==> src/verilog/pwmsel_pkg.sv <==
// Package with register map and constants of the pulse pin select block
package pwmsel_pkg;
  localparam int unsigned ADDR_W = 12;
  // Register index; the byte address is four times it on the word-wide bus
  localparam logic [ADDR_W-1:0] PULSE_PIN_SELECT_IDX = 12'h00D;
  localparam logic [ADDR_W-1:0] PULSE_PIN_SELECT_OFS = {PULSE_PIN_SELECT_IDX[ADDR_W-3:0], 2'b00};
  localparam logic [7:0] PULSE_PIN_SELECT_RST = 8'h7F;
  localparam logic [31:0] READ_ZERO = 32'h0000_0000;
  localparam int unsigned RES_BIT = 7;
  localparam int unsigned PIN_LSB = 1;
  localparam int unsigned PIN_CNT = 6;
  localparam logic [7:0] DEFINED_MASK = 8'hFE;
endpackage

==> src/verilog/pwmsel_reg.sv <==
// Storage cell for the pulse pin select byte
`timescale 1ns/100ps
module pwmsel_reg (
  input wire logic i_mclk,
  input wire logic i_nrst,
  input wire logic i_we,
  input wire logic [7:0] i_wdata,
  output logic [7:0] o_value
);
  logic [7:0] next_value;

  always_comb
  begin
    next_value = o_value;
    if (i_we)
    begin
      next_value = i_wdata;
    end
  end

  always_ff @(posedge i_mclk)
  begin
    if (!i_nrst)
    begin
      o_value <= pwmsel_pkg::PULSE_PIN_SELECT_RST;
    end
    else
    begin
      o_value <= next_value;
    end
  end
endmodule // pwmsel_reg

==> src/verilog/pwmsel_top.sv <==
// APB slave holding the pulse pin select register and its pin selects
`timescale 1ns/100ps
module pwmsel_top (
  input wire logic i_mclk,
  input wire logic i_nrst,
  input wire logic i_psel,
  input wire logic i_penable,
  input wire logic i_pwrite,
  input wire logic [11:0] i_paddr,
  input wire logic [31:0] i_pwdata,
  input wire logic [3:0] i_pstrb,
  output logic o_pready,
  output logic o_pslverr,
  output logic [31:0] o_prdata,
  output logic o_pulse_channel_six_14bit,
  output logic [5:0] o_port_select
);
  logic [7:0] reg_value;
  logic hit;
  logic wr_en;
  logic next_pready;
  logic next_pslverr;
  logic [31:0] next_prdata;
  logic [7:0] next_wdata;

  // Single-cycle access phase: ready is registered from the setup cycle and is high in the access cycle
  assign hit = (i_paddr == pwmsel_pkg::PULSE_PIN_SELECT_OFS);
  // Commit only at the access edge where ready is high
  assign wr_en = i_psel && i_penable && o_pready && i_pwrite && hit && i_pstrb[0];
  assign next_wdata = i_pwdata[7:0] & pwmsel_pkg::DEFINED_MASK;

  pwmsel_reg u_reg (
    .i_mclk(i_mclk),
    .i_nrst(i_nrst),
    .i_we(wr_en),
    .i_wdata(next_wdata),
    .o_value(reg_value)
  );

  always_comb
  begin
    next_pready = 1'b0;
    next_pslverr = 1'b0;
    next_prdata = pwmsel_pkg::READ_ZERO;
    if (i_psel && !i_penable)
    begin
      next_pready = 1'b1;
      next_pslverr = !hit;
      if (hit && !i_pwrite)
      begin
        next_prdata = {24'h00_0000, reg_value};
      end
    end
  end

  always_ff @(posedge i_mclk)
  begin
    if (!i_nrst)
    begin
      o_pready <= 1'b0;
      o_pslverr <= 1'b0;
      o_prdata <= pwmsel_pkg::READ_ZERO;
    end
    else
    begin
      o_pready <= next_pready;
      o_pslverr <= next_pslverr;
      o_prdata <= next_prdata;
    end
  end

  // Selects follow the register one edge later so outputs stay registered
  always_ff @(posedge i_mclk)
  begin
    if (!i_nrst)
    begin
      o_pulse_channel_six_14bit <= pwmsel_pkg::PULSE_PIN_SELECT_RST[pwmsel_pkg::RES_BIT];
      o_port_select <= pwmsel_pkg::PULSE_PIN_SELECT_RST[pwmsel_pkg::PIN_LSB +: pwmsel_pkg::PIN_CNT];
    end
    else
    begin
      o_pulse_channel_six_14bit <= reg_value[pwmsel_pkg::RES_BIT];
      // Bit n high hands pin to port5 bit n, low to the pulse channel
      o_port_select <= reg_value[pwmsel_pkg::PIN_LSB +: pwmsel_pkg::PIN_CNT];
    end
  end
endmodule // pwmsel_top

==> config.mk <==
export PLATFORM = sky130hd
export DESIGN_NAME = pwmsel_top
export DESIGN_NICKNAME = d
export VERILOG_FILES = /design/src/verilog/pwmsel_pkg.sv /design/src/verilog/pwmsel_reg.sv /design/src/verilog/pwmsel_top.sv
export SDC_FILE = /design/constraint.sdc
export NUM_CORES = 1
export LEC_CHECK = 0
export BUFFER_PORTS_ARGS = -buffer_cell sky130_fd_sc_hd__buf_2
export CAP_MARGIN = 5
export CORE_MARGIN = 1.5
export CORE_UTILIZATION = 32
export DETAILED_ROUTE_END_ITERATION = 10
export GPL_TIMING_DRIVEN = 0
export HOLD_SLACK_MARGIN = 0.08
export PLACE_DENSITY_LB_ADDON = 0.2
export SYNTH_ARGS = -nofsm -noshare
export SYNTH_HDL_FRONTEND = slang
export SYNTH_SLANG_ARGS = --single-unit
==> constraint.sdc <==
create_clock -name i_mclk -period 2 [get_ports i_mclk]
set_clock_uncertainty 0.15 [all_clocks]
set_input_delay 0.3 -clock i_mclk [delete_from_list [all_inputs] [get_ports i_mclk]]
set_output_delay 0.3 -clock i_mclk [all_outputs]
set_load 0.005 [all_outputs]
==> results of run 1 <==
cell type report:
cell class | count | share of cell area
Buffer | 25 | 0.1326
Tap cell | 33 | 0.02976
Clock inverter | 1 | 0.003607
Inverter | 3 | 0.008115
Multi-Input combinational cell | 65 | 0.2831
Clock buffer | 3 | 0.01623
Timing Repair Buffer | 44 | 0.1659
Sequential cell | 25 | 0.3607
kinds of logic (layout without fill, tap and decap cells):
group / count (synthesis) / count (layout) / share of synthesized area
multiplexers: 7 / 7 / 0.07789
flip-flops: 25 / 25 / 0.5025
buffers and inverters: 28 / 76 / 0.1960
AND/OR/NAND/NOR: 33 / 33 / 0.2148
other: 1 / 24 / 0.003765
AO/OA/AOI/OAI: 1 / 1 / 0.005020
flip-flops by register name (all words and copies together), names as in the netlist:
signal / cells
o_pslverr: 1
o_port_select: 6
o_pready: 1
o_pulse_channel_six_14bit: 1
o_prdata: 8
u_reg.o_value: 8
synthesized netlist by cell type, drive strengths merged:
cell type | count | area share
conb | 1 | 0.0038
nand3b | 1 | 0.0075
o21ai | 1 | 0.0050
nand2b | 12 | 0.075
or4 | 1 | 0.011
nand2 | 3 | 0.011
and2 | 8 | 0.050
nor4b | 1 | 0.0088
nand3 | 1 | 0.0050
dfxtp | 25 | 0.50
nand4 | 1 | 0.0063
nor2 | 3 | 0.011
mux2i | 1 | 0.010
inv | 3 | 0.011
buf | 24 | 0.18
mux2 | 6 | 0.068
clkbuf | 1 | 0.0038
nor4 | 2 | 0.028
worst register-to-register path, cell delays in order, from the launching register on:
cell and delay (ps):
sky130_fd_sc_hd__dfxtp_1 370, sky130_fd_sc_hd__nand3_1 120, sky130_fd_sc_hd__nor4_4 140, sky130_fd_sc_hd__buf_4 200, sky130_fd_sc_hd__mux2_2 340
metal layers:
metal | vias to the layer above | global-route usage
li1 | 396 | -
met1 | 328 | 0.1070
met3 | 0 | 0.02418
met5 | - | 0
met4 | 0 | 0.04870
met2 | 45 | 0.1825
per-stage QoR:
stage	hold WS [ps]	instances	util	power, mW
floorplan	240.6	118	-	0.5674
global placement	276.9	192	0.4425	0.5971
detailed placement	278.1	192	0.4425	0.5974
CTS	95.94	197	0.4571	0.8189
global route	102.8	199	0.4621	0.8482
finish	106.0	199	0.4621	0.8027
report_power, final:
part / total (mW) / switching [mW] / internal [mW]
combinational: 0.0898 / 0.0354 / 0.0544
sequential: 0.500 / 0.000793 / 0.499
clock: 0.213 / 0.138 / 0.0746
total: 0.803 / 0.174 / 0.629
how the worst min path moves through the flow:
stage                                              from                          end  slack [ps]  cells past startpoint
final                                            i_nrst  o_port_select[0]$_SDFF_PN1_         110                      2
after global routing                             i_nrst  o_port_select[0]$_SDFF_PN1_         100                      2
after CTS                                        i_nrst  o_port_select[0]$_SDFF_PN1_         100                      2
after detailed placement  u_reg.o_value[5]$_SDFFE_PN1P_       o_prdata[5]$_SDFF_PN0_         280                      1
after global placement    u_reg.o_value[1]$_SDFFE_PN1P_       o_prdata[1]$_SDFF_PN0_         280                      1
after floorplan                                  i_nrst  o_port_select[0]$_SDFF_PN1_         240                      1
timing repair:
item	4_1_cts	5_1_grt
hold endpoints to repair	1	0
setup endpoints to repair	8	6
pin swaps	0	1
buffers inserted	0	2
resized for setup	1	0
hold buffers	1	0
gates cloned	0	0
==> impl.org, run 1 <==
** GRT
- The first global-routing pass estimated 2.608 mm of wire.
- The via count of the first global-routing pass was 658.
- Summed over all layers, the global routing overflow is 0.
- Pin count of the biggest net entering global routing :: 15
- Initial antenna violation count :: 0
- Across every metal layer, demand over resource in global routing totals 0.1003.

** Placed design
- Worst slack at placement :: -481.7 ps
- In this run the cell area measured after placement is 0.001329 mm2.
- The HPWL after detailed placement is 1.380 mm.
- Input and output buffers added on the ports amount to 41.
- Routability congestion estimate from global placement :: 0.6770

** Die
- The initial utilization of the core area, before any placement, comes to 0.3317.
- Y dimension of the die :: 58.79 um
- The total area inside the core boundary comes to 0.003003 mm2.
- The initialized floorplan defines 20 standard-cell rows.
- Count of boundary I/O pins :: 94
- Chip Width :: 58.79 um
- The die covers 0.003456 mm2.

** Worst setup path
- Top delay family on crit path :: simple AND/OR/NAND/NOR gates
- Crit path cell chain :: buf_2 > nor4b_1 > nand4_1 > nor4_4 > buf_4 > mux2_2
- In this run the register-to-register setup slack is 580 ps.
- Together, buffers and inverters on the worst path number 2.
- Sort of element at the start of the critical path :: primary input
- Path type of the worst setup path :: in -> reg
- In this design, the stage delay of the slowest critical-path cell is 340 ps.
- At the worst endpoint, the required time is 2060 ps.
- Maximum net fanout on the critical path :: 7
- In this run the worst setup path begins at i_paddr[1].
- For this design, the slowest cell found on the critical path is sky130_fd_sc_hd__mux2_2.
- The worst register-to-register path has a depth of 4.
- Worst reg2reg path endpoint :: u_reg.o_value[5]$_SDFFE_PN1P_
- Data arrives at the worst endpoint at 1780 ps.
- Worst setup path end :: u_reg.o_value[5]$_SDFFE_PN1P_
- Reg2Reg Launch Point :: o_pready$_SDFF_PN0_
- STA classifies the critical path endpoint as a flip-flop.
- Counting buffers and inverters, the worst setup path is 6 cells deep.

** STA
- Setup WS post-layout :: 272.1 ps
- Final worst-path cycle share :: 0.8639
- Setup total negative slack on the finished layout was measured at 0 ps.
- Relative max-transition margin :: 0.5373
- Setup violations remaining at the end of the flow were counted as 0.
- The number of hold violations in the final report was 0.
- The smallest clock period supported by the final layout is computed as 1728 ps.
- Static timing analysis puts the maximum clock frequency at 578.7 MHz.
- The max-slew violation count was 0.
- Slew @ Worst Pin :: 688.3 ps
- Setup repair after global routing left no endpoint under its margin.

** Cells and area
- The area growth from synthesis to layout is 39.32%.
- Fraction of layout cells with a size suffix above 1 :: 0.4819
- Most common cell after layout, fill and taps aside :: sky130_fd_sc_hd__buf_2
- Post-route cell area :: 0.001388 mm2
- In the layout the commonest cells are sky130_fd_sc_hd__buf_2, sky130_fd_sc_hd__buf_4, sky130_fd_sc_hd__dfxtp_1.
- Post-layout nets :: 220
- Summing all flip-flop and latch instances after layout gives 500.5 um2.
- Fill cells in the final layout number 312.
- 0 antenna diodes ended up in the layout.
- Multi-input combinational cell area :: 392.9 um2

** Drt
- DRC violations left :: 0
- For this block, the via count after detailed routing is 769.
- Total routed wire length on the met1 layer :: 705 um
- Average wire length per cell after detail routing :: 8.859 um
- The detailed router used layers up to and including met3.
- In this run, the number of DRC markers left after iteration 0 of detailed routing was 15.
- Via-to-Cell Ratio :: 3.864
- Before antenna repair, the detailed router went through 4 iterations.
- Antenna Violating Nets Remaining :: 0
- Detailed routing placed a total of 190 um of wire on met3.
- Summed over all nets, wire length on met2 after detailed routing comes to 867 um.
- Final Routed Wirelength :: 1.763 mm

** CTS
- Clock tree synthesis inserted a total of 3 buffers.
- Clock sink count :: 25
- CTS built an H-tree with a depth of 1.
- TritonCTS built the clock tree.
- Clock-pin slew was measured on the worst setup and hold paths at 130 ps.
- The clock reaches the later pin of the worst-skew pair after 300 ps.
- Root Buffer Master :: sky130_fd_sc_hd__clkbuf_4
- The clock passes through at most 2 buffers.

** Status
- Status :: finished, final reports clean

** Power
- Static Leak :: 0.7289 nW
- Pwr dens :: 578.5 mW/mm2
- IR analysis of the VDD net gives a maximum drop of 0.2030 mV.

** Yosys
- For this run, the number of Yosys warnings is 0.
- The mapped netlist covers 996.0 um2.
- Avg Inst Size Synth :: 10.48 um2
- In this run, distinct cell masters in the synthesized netlist total 19.
- Counting every instance in the synthesized netlist gives 95.
- Of the synthesized area, sequential elements account for 0.5025.
- Register bit total from synthesis :: 25

** Run
- The tool flagged a number of max-cap violations equal to 0.

** Hold path
- The tightest min-delay check is of the in -> reg type.
(Power assumes the default switching activity.)
==> run 2, diff against run 1 <==
- PLACE_DENSITY: not set -> 0.84
- PLACE_DENSITY_LB_ADDON: 0.2 -> not set
==> run 2 against run 1 <==
  * Final cell count unchanged
  * Final area increased by 0.18%
  * Non-clock buffer count stayed put
  * Global-route usage shrank 0.94 points
  * Clock power about the same
  * Core utilization grew 0.083 points
  * Die area unchanged
  * Sequential share of layout area decreased by 0.065 points
==> impl.org, run 2 (same netlist as run 1, synthesis figures left out) <==
** Worst setup path
- Worst path slowest cell :: sky130_fd_sc_hd__nor4_4
- The top fanout value on the critical path came to 8 (+1).
- Crit path cell chain :: buf_2 > nor4b_1 > nand4_1 > nor4_4 > buf_4 > mux2_2
- Worst reg2reg path endpoint :: u_reg.o_value[1]$_SDFFE_PN1P_
- The worst setup path is launched from a primary input.
- Delay contributed by the slowest stage of the critical path :: 330 ps (about the same)
- Sort of element at the end of the critical path :: flip-flop
- The critical path is of the in -> reg type.
- The data arrival time of the critical path came to 1800 ps (+20 ps).
- The slack of the worst reg-to-reg path was 610 ps (+30 ps).
- Reg2Reg Launch Point :: o_pready$_SDFF_PN0_
- Worst Path Required :: 2060 ps (about the same)
- The path depth of the worst reg2reg path was 4 (unchanged).

** GRT
- The via count of the first global-routing pass came to 607 (-7.8%).
- The overall track demand over capacity in global routing was 0.09087 (-0.009406).
- Grt total ovfl :: 0 (unchanged)
- The wire length of the first global-routing pass was 2.366 mm (-9.3%).
- Pin count of the biggest net entering global routing :: 16 (+1)
- Initial antenna violation count :: 0 (unchanged)

** Cells and area
- In the final layout, the registers with the most flip-flops are o_prdata (8), u_reg.o_value (8), o_port_select (6).
- Fraction of layout cells with a size suffix above 1 :: 0.4819 (unchanged)
- The number of standard cells in the layout, taps in and fillers out is 199 (unchanged).
- The library cell used most frequently in the layout, excluding fill and tap cells, is sky130_fd_sc_hd__buf_2.
- In the layout the commonest cells are sky130_fd_sc_hd__buf_2, sky130_fd_sc_hd__buf_4, sky130_fd_sc_hd__dfxtp_1.
- The number of antenna repair diodes is 0 (unchanged).
- The final-layout fill cell count came to 293 (-6.1%).
- Area delta synth->final :: 39.57%
- Post-route cell area :: 0.001390 mm2 (+0.18%)
- The number of nets in the layout was 220 (unchanged).

** Power
- The share of total power in sequential cells came to 0.622 (about the same).
- Part of the power in the clock network :: 0.269 (+0.004)
- The logic gate share of total power is 0.109 (-0.003).
- Internal portion of total power :: 0.6299 mW (+0.22%)
- Peak VDD IR :: 0.2108 mV (+3.8%)
- The power consumption was 0.8042 mW (+0.19%).
- The share of total power consumed by net switching is 0.2167 (-0.0002787).
- Net switching power :: 0.1743 mW (about the same)
- The reported leakage power came to 0.7251 nW (-0.52%).
- The cell area power density is 578.5 mW/mm2 (about the same).

** STA
- Max frequency :: 574.1 MHz (-0.80%)
- The worst relative slew slack came to 0.6010 (+0.06368).
- Final worst-path cycle share :: 0.8709 (+0.006986)
- Minimum clock period :: 1742 ps (+13.97 ps)
- Hold Violations, Final :: 0 (unchanged)
- The transition time of the tightest slew-check pin was 593.6 ps (-94.73 ps).
- Setup repair after global routing missed its margin :: no
- The max-slew violation count was 0 (unchanged).
- Final setup violation count :: 0 (unchanged)
- Setup WS post-layout :: 258.1 ps (-13.97 ps)

** Placed design
- The number of buffer cells added on primary ports came to 41 (unchanged).
- The placed instance count is 192 (unchanged).
- Worst slack at placement :: -333.9 ps (+147.8 ps)
- Routability congestion estimate from global placement :: 0.6395 (-5.5%)
- The placed instance area was 0.001329 mm2 (unchanged).
- The detailed placer's ending HPWL was 1.255 mm (-9.1%).

** CTS
- Number of buffers created by CTS :: 3 (unchanged)
- TritonCTS built the clock tree.
- The clock net sink count is 25 (unchanged).
- The clock latency at the later pin of the worst-skew pair was 300 ps (about the same).
- The number of levels in the clock H-tree is 1 (unchanged).
- Clk buf depth :: 2 (unchanged)
- CTS placed an instance of sky130_fd_sc_hd__clkbuf_4 at the clock tree root.
- Clock input transition at the sequential cells of the worst setup and hold paths :: 130 ps (about the same)

** Die
- The floorplan die area is 0.003456 mm2 (unchanged).
- Count of boundary I/O pins :: 94 (unchanged)
- The standard-cell row count came to 20 (unchanged).
- The width of the die is 58.79 um (unchanged).
- Initial standard-cell utilization of the core :: 0.3317 (unchanged)
- The overall die height is 58.79 um (unchanged).
- Standard cell core area :: 0.003003 mm2 (unchanged)

** Hold path
- Class of the worst hold path :: in -> reg
- Source of the worst hold timing path :: i_nrst
- Worst-case hold path end point :: o_port_select[2]$_SDFF_PN1_
- The worst hold path depth is 2 (unchanged).

** Drt
- The violation count after the first detailed-routing iteration was 14 (-1).
- Final Routed Wirelength :: 1.555 mm (-12%)
- The number of vias per cell after detailed routing came to 3.643 (-5.7%).
- The number of optimization iterations in the first detailed-route pass was 4 (unchanged).
- DRC violations left :: 0 (unchanged)
- The antenna violation net count after detailed routing came to 0 (unchanged).
- Average wire length per cell after detail routing :: 7.814 um (-12%)
- The via count is 725 (-5.7%).

** Status
- The flow ran to the end, and the final reports show no timing, DRC or antenna violations.

** Run
- The number of violations of the max-capacitance limit is 0 (unchanged).
==> run 2: final cells by class <==
| class | instances | area (um2) | area share |
|---|---|---|---|
| Buffer | 25 | 183.9 | 0.1323 |
| Clock buffer | 3 | 22.52 | 0.01620 |
| Clock inverter | 1 | 7.507 | 0.005401 |
| Inverter | 3 | 11.26 | 0.008101 |
| Multi-Input combinational cell | 65 | 392.9 | 0.2826 |
| Sequential cell | 25 | 500.5 | 0.3600 |
| Tap cell | 33 | 41.29 | 0.02970 |
| Timing Repair Buffer | 44 | 230.2 | 0.1656 |
==> run 2: worst max-delay path by stage <==
stage / from / to / slack (ps) / cells after the start
global placement: i_paddr[6] / o_prdata[6]$_SDFF_PN0_ / -350 / 4
finish: i_paddr[1] / u_reg.o_value[1]$_SDFFE_PN1P_ / 260 / 6
detailed placement: i_paddr[6] / o_prdata[6]$_SDFF_PN0_ / -330 / 4
global route: i_paddr[1] / u_reg.o_value[5]$_SDFFE_PN1P_ / 80 / 6
CTS: i_paddr[6] / u_reg.o_value[1]$_SDFFE_PN1P_ / 110 / 4
floorplan: i_paddr[6] / u_reg.o_value[1]$_SDFFE_PN1P_ / 30 / 3
==> run 2: routing by layer <==
metal,track usage,up-vias,share of wire,wire length [um]
met5,0,-,0,0
met4,0.04870,0,0.015,24
met3,0.01978,2,0.059,92
met2,0.1698,26,0.54,842
met1,0.09264,301,0.38,596
li1,-,396,-,-
==> run 2: repair_timing <==
item / 4_1_cts / 5_1_grt
gates resized for setup: 1 / 0
setup endpoints to repair: 2 / 6
hold buffers: 1 / 0
endpoints found under the hold margin: 1 / 0
pin swaps: 0 / 1
setup buffers: 0 / 2
==> run 2: stage by stage <==
step,util,hold slack [ps],TNS (ps)
after floorplan,-,240.6,0
after global placement,0.4425,275.4,-4099
after detailed placement,0.4425,279.0,-3945
after CTS,0.4579,107.2,0
after global routing,0.4629,105.5,0
final,0.4629,109.8,0
==> run 2: worst max-delay path, delay by kind of cell <==
kind	cells	cell delay, ps
buf+inv	2	300
simple gates	3	860
mux	1	330
==> run 2: power by group through the flow <==
stage | clock network, mW | registers [mW] | logic, mW
3_3_place_gp | 0 | 0.511 | 0.0839
3_5_place_dp | 0 | 0.511 | 0.0850
2_1_floorplan | 0 | 0.511 | 0.0561
4_1_cts | 0.224 | 0.500 | 0.0869
6_report | 0.216 | 0.500 | 0.0879
5_1_grt | 0.245 | 0.501 | 0.0984
